===== config.mk =====
export PLATFORM = sky130hd
export DESIGN_NAME = ppg_governor
export DESIGN_NICKNAME = d
export VERILOG_FILES = /design/src/ppg_pkg.sv /design/src/ppg_governor.sv
export VERILOG_INCLUDE_DIRS = /design/src
export SDC_FILE = /design/constraint.sdc
export NUM_CORES = 2
export LEC_CHECK = 0
export ABC_CLOCK_PERIOD_IN_PS = 153300
export BUFFER_PORTS_ARGS = -buffer_cell sky130_fd_sc_hd__buf_2
export CAP_MARGIN = 20
export CORE_MARGIN = 8
export CORE_UTILIZATION = 65
export DETAILED_ROUTE_END_ITERATION = 16
export PLACE_DENSITY = 0.82
export SYNTH_ARGS = -nofsm -noshare
export SYNTH_HDL_FRONTEND = slang
export SYNTH_SLANG_ARGS = --single-unit

===== constraint.sdc =====
create_clock -name clk -period 153.3 [get_ports clk]
set_input_delay 30.66 -clock clk [delete_from_list [all_inputs] [get_ports clk]]
set_output_delay 30.66 -clock clk [all_outputs]
set_load 0.05 [all_outputs]

===== src/ppg_regs.svh =====
// Register offsets, field positions, reset values and timing counts for the pitch governor.
// Assumes a 10 MHz system clock and an AXI4-Lite register bus with 32-bit data.
`ifndef PPG_REGS_SVH
`define PPG_REGS_SVH
// ======================================================================
// Register byte offsets
`define PPG_CTRL_OFS 8'h00
`define PPG_TARGET_OFS 8'h04
`define PPG_GEAR_OFS 8'h08
`define PPG_MAXRPM_OFS 8'h0c
`define PPG_STATUS_OFS 8'h10
`define PPG_SPEED_OFS 8'h14
// ======================================================================
// Control field positions
`define PPG_CTRL_HOLD 0
`define PPG_CTRL_SPDEN 1
`define PPG_CTRL_CALSHOW 2
// ======================================================================
// Reset values, maximum-speed write limit and lock window width
`define PPG_TARGET_RST 12'd2500
`define PPG_MAXRPM_RST 12'd2700
`define PPG_MAXRPM_LIMIT 12'd2900
`define PPG_GEAR_RST 16'h0100
`define PPG_WINDOW_RPM 12'd10
// ======================================================================
// Timing: one tick every 1 ms, selection timeout 3 s, resume delay 1 s, pulse timeout 2 s
`define PPG_CLK_HZ 10000000
`define PPG_TICK_US 1000
`define PPG_TICK_CYC ((`PPG_CLK_HZ / 1000000) * `PPG_TICK_US)
`define PPG_SEL_MS 3000
`define PPG_RESUME_MS 1000
`define PPG_NOPULSE_MS 2000
`endif


===== src/ppg_pkg.sv =====
// Types shared by the pitch governor.
// Assumes ppg_regs.svh supplies the numeric constants.
package ppg_pkg;
  typedef enum logic [1:0] {
    PPG_IDLE = 2'b00,
    PPG_FINE = 2'b01,
    PPG_COARSE = 2'b10
  } ppg_drive_t;
  typedef struct packed {
    logic hold;
    logic speedEnable;
    logic calShow;
  } ppg_ctrl_t;
  typedef struct packed {
    logic motorA;
    logic motorB;
  } ppg_servo_t;
  typedef struct packed {
    logic stateGreen;
    logic stateRed;
    logic selectionColon;
    logic targetLock;
    logic [3:0] dots;
    logic [15:0] digits;
  } ppg_panel_t;
endpackage


===== src/ppg_governor.sv =====
// Constant-speed propeller pitch governor with AXI4-Lite registers.
// Assumes the knob, stop and injector inputs are asynchronous pins.
`include "ppg_regs.svh"
`timescale 1ns/1ps
`default_nettype none
module ppg_governor #(
  parameter int TICK_CYC = `PPG_TICK_CYC
) (
  // Clock and reset.
  input wire logic clk,
  input wire logic nrst,
  // AXI4-Lite write channels.
  input wire logic [7:0] awaddr,
  input wire logic awvalid,
  output logic awready,
  input wire logic [31:0] wdata,
  input wire logic [3:0] wstrb,
  input wire logic wvalid,
  output logic wready,
  output logic [1:0] bresp,
  output logic bvalid,
  input wire logic bready,
  // AXI4-Lite read channels.
  input wire logic [7:0] araddr,
  input wire logic arvalid,
  output logic arready,
  output logic [31:0] rdata,
  output logic [1:0] rresp,
  output logic rvalid,
  input wire logic rready,
  // Pilot knob: busy level and the new value it produced.
  input wire logic knobBusy,
  input wire logic [11:0] knobRpm,
  // Engine and hub inputs.
  input wire logic injectorPulse,
  input wire logic fineStop,
  input wire logic coarseStop,
  // Servo motor and panel.
  output ppg_pkg::ppg_servo_t servo,
  output ppg_pkg::ppg_panel_t panel
);
  // ======================================================================
  // State
  typedef struct packed {
    logic [2:0] syncKnob0;
    // Knob value passes the same two stages as its busy line, so both land together.
    logic [11:0] syncRpm0;
    logic [11:0] syncRpm1;
    logic [2:0] syncKnob1;
    logic [1:0] syncMisc0;
    logic [1:0] syncMisc1;
    logic injPrev;
    logic [15:0] tickCnt;
    logic [15:0] msSinceInj;
    logic [15:0] periodMs;
    logic pulseSeen;
    ppg_pkg::ppg_ctrl_t ctrl;
    logic [11:0] target;
    logic [15:0] gear;
    logic [11:0] maxRpm;
    logic [11:0] propRpm;
    logic [15:0] selMs;
    logic [15:0] resumeMs;
    logic holdFrozen;
    logic powerUp;
    ppg_pkg::ppg_drive_t drive;
    logic awHeld;
    logic [7:0] awAddr;
    logic wHeld;
    logic [31:0] wData;
    logic [3:0] wStrb;
    logic bv;
    logic rv;
    logic [31:0] rd;
    logic [1:0] rr;
    logic [1:0] br;
    ppg_pkg::ppg_servo_t servo;
    ppg_pkg::ppg_panel_t panel;
  } ppg_state_t;

  ppg_state_t s;
  ppg_state_t next_s;

  // Engine speed from pulse period in ms: rpm = 2 * 60000 / period.
  function automatic logic [11:0] ppg_rpm(input logic [15:0] periodMs, input logic [15:0] gear);
    logic [31:0] engine;
    // The product is kept at 48 bits: a full-scale gear word times the fastest
    // engine speed does not fit in 32 bits and would wrap to a small, wrong speed.
    logic [47:0] prop;
    engine = 32'd0;
    prop = 48'd0;
    if (periodMs != 16'h0000) begin
      engine = 32'd120000 / {16'h0000, periodMs};
    end
    prop = (engine * {16'h0000, gear}) >> 8;
    if (prop > 48'd4095) begin
      prop = 32'd4095;
    end
    return prop[11:0];
  endfunction

  // Binary value rounded to tens and split into four BCD digits.
  function automatic logic [15:0] ppg_bcd(input logic [11:0] v);
    logic [13:0] r;
    logic [3:0] d3;
    logic [3:0] d2;
    logic [3:0] d1;
    r = (({2'b00, v} + 14'd5) / 14'd10) * 14'd10;
    if (r > 14'd9990) begin
      r = 14'd9990;
    end
    d3 = 4'((r / 14'd1000) % 14'd10);
    d2 = 4'((r / 14'd100) % 14'd10);
    d1 = 4'((r / 14'd10) % 14'd10);
    return {d3, d2, d1, 4'h0};
  endfunction

  logic tick;
  logic knobNow;
  logic injNow;
  logic fineNow;
  logic coarseNow;
  logic [11:0] knobVal;
  logic locked;
  logic suspended;
  logic doWrite;
  logic [31:0] wv;
  logic [31:0] merged;
  logic [31:0] cur;
  logic [12:0] spdHi;
  logic [12:0] tgtHi;

  // Stable versions of the pin inputs after two flip-flops.
  assign knobNow = s.syncKnob1[0];
  assign injNow = s.syncKnob1[1];
  assign fineNow = s.syncMisc1[0];
  assign coarseNow = s.syncMisc1[1];
  assign knobVal = s.syncRpm1;
  // The divider gives a one-cycle tick every millisecond; all slow timers count
  // ticks, so TICK_CYC alone scales them for a short simulation.
  assign tick = (s.tickCnt == 16'(TICK_CYC - 1));

  // ======================================================================
  // Next-state logic
  always_comb begin
    next_s = s;
    wv = 32'h0;
    merged = 32'h0;
    cur = 32'h0;
    doWrite = 1'b0;
    // Synchronisers; the first stage feeds only the second.
    next_s.syncKnob0 = {1'b0, injectorPulse, knobBusy};
    next_s.syncKnob1 = s.syncKnob0;
    next_s.syncMisc0 = {coarseStop, fineStop};
    next_s.syncMisc1 = s.syncMisc0;
    next_s.syncRpm0 = knobRpm;
    next_s.syncRpm1 = s.syncRpm0;
    next_s.injPrev = injNow;
    next_s.tickCnt = tick ? 16'h0000 : s.tickCnt + 16'h0001;
    // Pulse interval timed in 1 ms ticks; each pulse is two engine turns.
    // A tick that lands on the pulse edge still belongs to the period that is
    // ending; dropping it would read one millisecond short at some phases.
    if (injNow && !s.injPrev) begin
      next_s.periodMs = s.msSinceInj + 16'(tick);
      next_s.msSinceInj = 16'h0000;
      next_s.pulseSeen = 1'b1;
    end else if (tick) begin
      if (s.msSinceInj != 16'hffff) begin
        next_s.msSinceInj = s.msSinceInj + 16'h0001;
      end
      if (s.msSinceInj >= 16'(`PPG_NOPULSE_MS)) begin
        next_s.pulseSeen = 1'b0;
      end
    end
    // Speed is worked out every cycle from the last period, so a gear word written
    // over the bus shows at once instead of waiting for the next pulse.
    // Propeller speed, corrected for the reduction gearbox.
    next_s.propRpm = s.pulseSeen ? ppg_rpm(s.periodMs, s.gear) : 12'd0;
    // Knob activity: suspend and reload selection and resume timers.
    if (knobNow) begin
      next_s.target = (knobVal > s.maxRpm) ? s.maxRpm : knobVal;
      next_s.selMs = 16'(`PPG_SEL_MS);
      next_s.resumeMs = 16'(`PPG_RESUME_MS);
      next_s.holdFrozen = 1'b0;
    end else if (tick) begin
      if (s.selMs != 16'h0000) begin
        next_s.selMs = s.selMs - 16'h0001;
      end
      if (s.resumeMs != 16'h0000) begin
        next_s.resumeMs = s.resumeMs - 16'h0001;
      end
    end
    // The power-up seek ends only when the fine stop is met.
    if (fineNow) begin
      next_s.powerUp = 1'b0;
    end
    // Window edges are formed one bit wider so that a speed near full scale
    // cannot wrap around and look slow.
    spdHi = {1'b0, s.propRpm} + {1'b0, `PPG_WINDOW_RPM};
    tgtHi = {1'b0, s.target} + {1'b0, `PPG_WINDOW_RPM};
    locked = s.pulseSeen && (spdHi >= {1'b0, s.target}) &&
             ({1'b0, s.propRpm} <= tgtHi);
    // Hold mode: the first lock freezes pitch. A new target or leaving hold mode
    // releases it; the lock is judged against the target already in force, so a
    // set in the same cycle as a knob clear wins and is a lock on the old value.
    if (s.ctrl.hold && locked && !s.powerUp) begin
      next_s.holdFrozen = 1'b1;
    end
    if (!s.ctrl.hold) begin
      next_s.holdFrozen = 1'b0;
    end
    // Once the power-up seek has ended, pitch moves only outside the lock window; inside it the motor rests, which
    // keeps the servo from hunting to and fro around the target.
    // Drive choice: power-up seek, else governed by speed error.
    next_s.drive = ppg_pkg::PPG_IDLE;
    if (s.powerUp) begin
      next_s.drive = ppg_pkg::PPG_FINE;
    end else if (knobNow || s.resumeMs != 16'h0000 || s.holdFrozen || !s.pulseSeen) begin
      next_s.drive = ppg_pkg::PPG_IDLE;
    end else if ({1'b0, s.propRpm} > tgtHi) begin
      next_s.drive = ppg_pkg::PPG_COARSE;
    end else if (spdHi < {1'b0, s.target}) begin
      next_s.drive = ppg_pkg::PPG_FINE;
    end
    // The stop inputs act last, so no branch above can push the blades further
    // into a stop that is already met.
    // A reached stop blocks motion further into that stop.
    if ((next_s.drive == ppg_pkg::PPG_FINE && fineNow) ||
        (next_s.drive == ppg_pkg::PPG_COARSE && coarseNow)) begin
      next_s.drive = ppg_pkg::PPG_IDLE;
    end
    next_s.servo.motorA = (next_s.drive == ppg_pkg::PPG_FINE);
    next_s.servo.motorB = (next_s.drive == ppg_pkg::PPG_COARSE);
    suspended = (next_s.drive == ppg_pkg::PPG_IDLE) && !locked;
    next_s.panel.stateGreen = !suspended && !knobNow;
    next_s.panel.stateRed = suspended || knobNow;
    next_s.panel.selectionColon = knobNow || s.selMs != 16'h0000;
    next_s.panel.targetLock = locked;
    next_s.panel.dots = (s.ctrl.hold || s.ctrl.calShow) ? 4'hf : 4'h0;
    if (knobNow || s.selMs != 16'h0000 || !s.ctrl.speedEnable) begin
      next_s.panel.digits = ppg_bcd(s.target);
    end else begin
      next_s.panel.digits = ppg_bcd(s.propRpm);
    end
    // ======================================================================
    // AXI4-Lite write: address and data taken in either order.
    if (awvalid && !s.awHeld) begin
      next_s.awHeld = 1'b1;
      next_s.awAddr = awaddr;
    end
    if (wvalid && !s.wHeld) begin
      next_s.wHeld = 1'b1;
      next_s.wData = wdata;
      next_s.wStrb = wstrb;
    end
    if (s.awHeld && s.wHeld && !s.bv) begin
      doWrite = 1'b1;
      next_s.awHeld = 1'b0;
      next_s.wHeld = 1'b0;
      next_s.bv = 1'b1;
      next_s.br = 2'b00;
    end else if (s.bv && bready) begin
      next_s.bv = 1'b0;
    end
    if (doWrite) begin
      unique case (s.awAddr)
        `PPG_CTRL_OFS: cur = {29'h0, s.ctrl.calShow, s.ctrl.speedEnable, s.ctrl.hold};
        `PPG_TARGET_OFS: cur = {20'h0, s.target};
        `PPG_GEAR_OFS: cur = {16'h0, s.gear};
        `PPG_MAXRPM_OFS: cur = {20'h0, s.maxRpm};
        default: next_s.br = 2'b10;
      endcase
      // Bytes without a strobe keep their present value, so a partial write of
      // one field leaves the others alone.
      wv = s.wData;
      for (int i = 0; i < 4; i++) begin
        merged[i*8 +: 8] = s.wStrb[i] ? wv[i*8 +: 8] : cur[i*8 +: 8];
      end
      unique case (s.awAddr)
        `PPG_CTRL_OFS: begin
          next_s.ctrl.hold = merged[`PPG_CTRL_HOLD];
          next_s.ctrl.speedEnable = merged[`PPG_CTRL_SPDEN];
          next_s.ctrl.calShow = merged[`PPG_CTRL_CALSHOW];
        end
        `PPG_TARGET_OFS: begin
          next_s.target = (merged[11:0] > s.maxRpm) ? s.maxRpm : merged[11:0];
          next_s.holdFrozen = 1'b0;
        end
        `PPG_GEAR_OFS: next_s.gear = merged[15:0];
        `PPG_MAXRPM_OFS: begin
          if (merged[31:12] != 20'h0 || merged[11:0] > `PPG_MAXRPM_LIMIT) begin
            next_s.br = 2'b10;
          end else begin
            next_s.maxRpm = merged[11:0];
          end
        end
        default: begin
        end
      endcase
    end
    // A read and a write may be under way together; the read answers from the present state.
    // AXI4-Lite read: one outstanding, answer one cycle after address.
    if (arvalid && !s.rv) begin
      next_s.rv = 1'b1;
      next_s.rr = 2'b00;
      unique case (araddr)
        `PPG_CTRL_OFS: next_s.rd = {29'h0, s.ctrl.calShow, s.ctrl.speedEnable, s.ctrl.hold};
        `PPG_TARGET_OFS: next_s.rd = {20'h0, s.target};
        `PPG_GEAR_OFS: next_s.rd = {16'h0, s.gear};
        `PPG_MAXRPM_OFS: next_s.rd = {20'h0, s.maxRpm};
        `PPG_STATUS_OFS: next_s.rd = {24'h0, s.holdFrozen, s.powerUp, s.drive,
                                      s.panel.selectionColon, locked, s.panel.stateGreen,
                                      s.pulseSeen};
        `PPG_SPEED_OFS: next_s.rd = {20'h0, s.propRpm};
        default: begin
          next_s.rd = 32'h0;
          next_s.rr = 2'b10;
        end
      endcase
    end else if (s.rv && rready) begin
      next_s.rv = 1'b0;
    end
  end

  // ======================================================================
  // State register; reset drives toward fine pitch with the stored target.
  // Timers come out of reset at zero, so the colon and the resume delay start idle;
  // the motor heads for fine pitch from the first edge after release.
  always_ff @(posedge clk) begin
    if (!nrst) begin
      s <= '0;
      s.ctrl.speedEnable <= 1'b1;
      s.target <= `PPG_TARGET_RST;
      s.gear <= `PPG_GEAR_RST;
      s.maxRpm <= `PPG_MAXRPM_RST;
      s.powerUp <= 1'b1;
      s.panel.stateRed <= 1'b1;
    end else begin
      s <= next_s;
    end
  end

  // Ready outputs follow the held flags directly; every data output is a flip-flop.
  // Bus handshakes and registered outputs.
  assign awready = !s.awHeld;
  assign wready = !s.wHeld;
  assign bvalid = s.bv;
  assign bresp = s.br;
  assign arready = !s.rv;
  assign rvalid = s.rv;
  assign rdata = s.rd;
  assign rresp = s.rr;
  assign servo = s.servo;
  assign panel = s.panel;
endmodule
`default_nettype wire


==> results.yml <==
outcome:
  outcome: "finished clean"
place:
  dp_hpwl_um: 132000
  place_congestion: 0.985
  io_buffers: 120
power:
  cellInternalPower_uw: 319
  seqPwrFrac: 0.114
  clockPowerShare: 0.101
  switching_share: 0.523
  cellPowerDensity_mw_per_mm2: 11.4
  ir_drop_uv: 124
  power.leakage_nw: 26.5
  p_switching_uw: 350
  combinationalPowerShare: 0.785
drt:
  ant_nets: 0
  vias: 56400
  dr.pass1.iters: 9
  route.detailed.drc: 0
  drt_iter0_drc: 5462
  vias_per_cell: 6.47
  wl_per_cell_um: 19.7
  drt-total-wl_um: 172000
worst_setup_path:
  cp.required_ps: 153770
  r2r-start: "s[202]$_SDFFE_PN0P_"
  cp-end-kind: "flop"
  path_class: "reg2reg"
  cp_common_cell: "o21ai_0"
  crit_arrival_ps: 100740
  critPathMaxFanout: 65
  cp-startpoint: "s[202]$_SDFFE_PN0P_"
  start_kind: "flop"
  slowest_delay_ps: 920
  cpMaxStageDelayCell: "a221o_1"
finish:
  num-fill-cells: 7469
  final_nets: 8608
  area_delta_synth_final_pct: 3.72
  final-seq-area_mm2: 0.00519
  layout-drive-gt1-share: 0.0627
  multi_input_area_mm2: 0.0474
sta:
  finalCritPeriodShare: 0.654
  finalCriticalPeriod_ps: 100270
  maxSlewViolCount: 0
  grt_setup_unrepaired: "no"
  relSlewSlack: 0.245
  setup_viol: 0
  hold-worst-slack_ps: 433
  fmaxAchievable_mhz: 9.97
  worstMarginPinSlew_ps: 1120
  tns_ps: 0
  hold_viol: 0
  clock_skew_ps: 40.1
grt:
  gr-total-overflow: 0
  antenna_found_initial: 3
  grt_pass1_vias: 54000
  grt_util_all_layers: 0.340
  grt_max_degree: 76
  grt_pass1_wl_um: 279000
synth:
  yosysTopAreaCell: "fa_1"
  synthTopCellsByArea: "fa_1 14%, ha_1 13%, dfxtp_1 9.2%, nand2_1 6.1%, a21oi_1 5.3%"
  yosysUniqueCellTypes: 132
  synth_seq_area_share: 0.0917
  yosysWarnings: 0
  synth_edf_count: 0
  synth.most_common_cell: "nand2_1"
  synthTopCellsByCount: "923 x nand2_1, 713 x nor2_1, 638 x inv_1"
  synthesis.area_mm2: 0.0566
  avgSynthCellArea_um2: 7.39
  synth_cells: 7651
  synth_top_area_frac: 0.144
  ys_ff_latch: 259
  async_reset_ff_frac: 0
  ys.flop_type: "dfxtp_1"
clocking:
  cts_resized: 0
  cts_buffers: 26
  cts_tree: "done"
  cts_num_sinks: 259
  postCtsHoldBufs: 0
  cts.path.max_buffers: 3
  cts.reportedPaths.clkPinSlew_ps: 60
  post_cts_buffers: 0
  htree_levels: 1
  clk_latency_ps: 570
  cts_root_buf: "clkbuf_16"
die:
  rows: 108
  core-area_mm2: 0.0865
  fp.dieH_um: 311
  start_util: 0.654
  boundaryPins: 142
  dieArea_mm2: 0.0967
  die_w_um: 311
job:
  cap_viol_max_count: 0
worst_hold_path:
  hp-start: "next_s[266]$_SDFF_PN0_"
  hp-class: "reg2reg"
[cell type report]
class	instances	area share
clock buffers	31	0.0121
flip-flops and latches	259	0.0884
multi-input cells	6405	0.808
clock inverters	16	0.00324
repair buffers	211	0.0219
well taps	1155	0.0246
diodes	3	0.000128
inverters	643	0.0412
[power by group through the flow]
stage / sequential [mW] / clock (mW) / combinational [mW]
floorplan: 0.0767 / 0 / 0.422
global placement: 0.0778 / 0 / 0.496
detailed placement: 0.0779 / 0 / 0.513
CTS: 0.0764 / 0.0680 / 0.516
global route: 0.0768 / 0.0710 / 0.591
finish: 0.0765 / 0.0675 / 0.526
[routing by layer]
metal	track usage	wire length (µm)	up-vias
met4	0.152	9040	4
met3	0.0548	15200	585
met1	0.441	70000	26700
met5	0	39	-
met2	0.555	77300	2609
li1	-	-	26500
[kinds of logic (layout without fill, tap and decap cells)]
group	Yosys count	count (layout)	share of synthesized area
other	2	41	0.000133
DFF	259	259	0.0917
and+or+nand+nor	2794	2794	0.236
AOI/OAI and AO/OA	2012	2012	0.232
xor gates and xnor gates	423	423	0.0655
buffers and inverters	1023	901	0.0734
adders and majority gates	1003	1003	0.275
muxes	135	135	0.0267
[worst max-delay path: cells and delay by family (launching register included)]
kind	cells	cell delay, ps
and+or+nand+nor	131	28600
muxes	5	1450
DFF	1	310
buffers and inverters	13	2480
adders and majority gates	38	14020
AOI/OAI and AO/OA	245	53130
[final timing paths]
kind	endpoint	slack, ps	depth (start not counted)
min	knobVal[8]$_SDFF_PN0_	430	1
max	s[154]$_SDFF_PN0_	53030	432
min reg2reg	knobVal[8]$_SDFF_PN0_	430	1
max reg2reg	s[154]$_SDFF_PN0_	53030	432
[layout by cell type, fill, tap and decap left out, drive strengths merged, types with 76 or more instances in the layout]
cell type	netlist	routed
nor2	717	717
nand2	923	923
fa	406	406
mux2	76	76
ha	581	581
nor3	170	170
o21a	104	104
a211oi	83	83
a21o	147	147
nand2b	137	137
dfxtp	259	259
xor2	151	151
o21ai	429	429
nand3	189	189
o211ai	84	84
and2	168	168
inv	639	639
xnor2	272	272
and3	119	119
a21oi	599	599
buf	125	209
[state kept, by name, summed over array words and instances (netlist names), named ones only]
signal,flops
injNow,1
coarseNow,1
fineNow,1
panel,17
bvalid,1
knobNow,1
next_s,16
rvalid,1
knobVal,12
rdata,16
s,187
servo,2
rresp,1
[stage by stage]
step	util	cell area, µm²	total power, mW	worst slack (ps)	std cells
floorplan	-	56700	0.499	64850	7687
global route	0.678	58700	0.739	44190	8721
finish	0.678	58700	0.670	53030	8723
detailed placement	0.667	57700	0.591	55350	8667
global placement	0.667	57700	0.573	58580	8667
CTS	0.678	58600	0.661	54910	8714
Note: power is estimated with default switching activity, not from simulation.
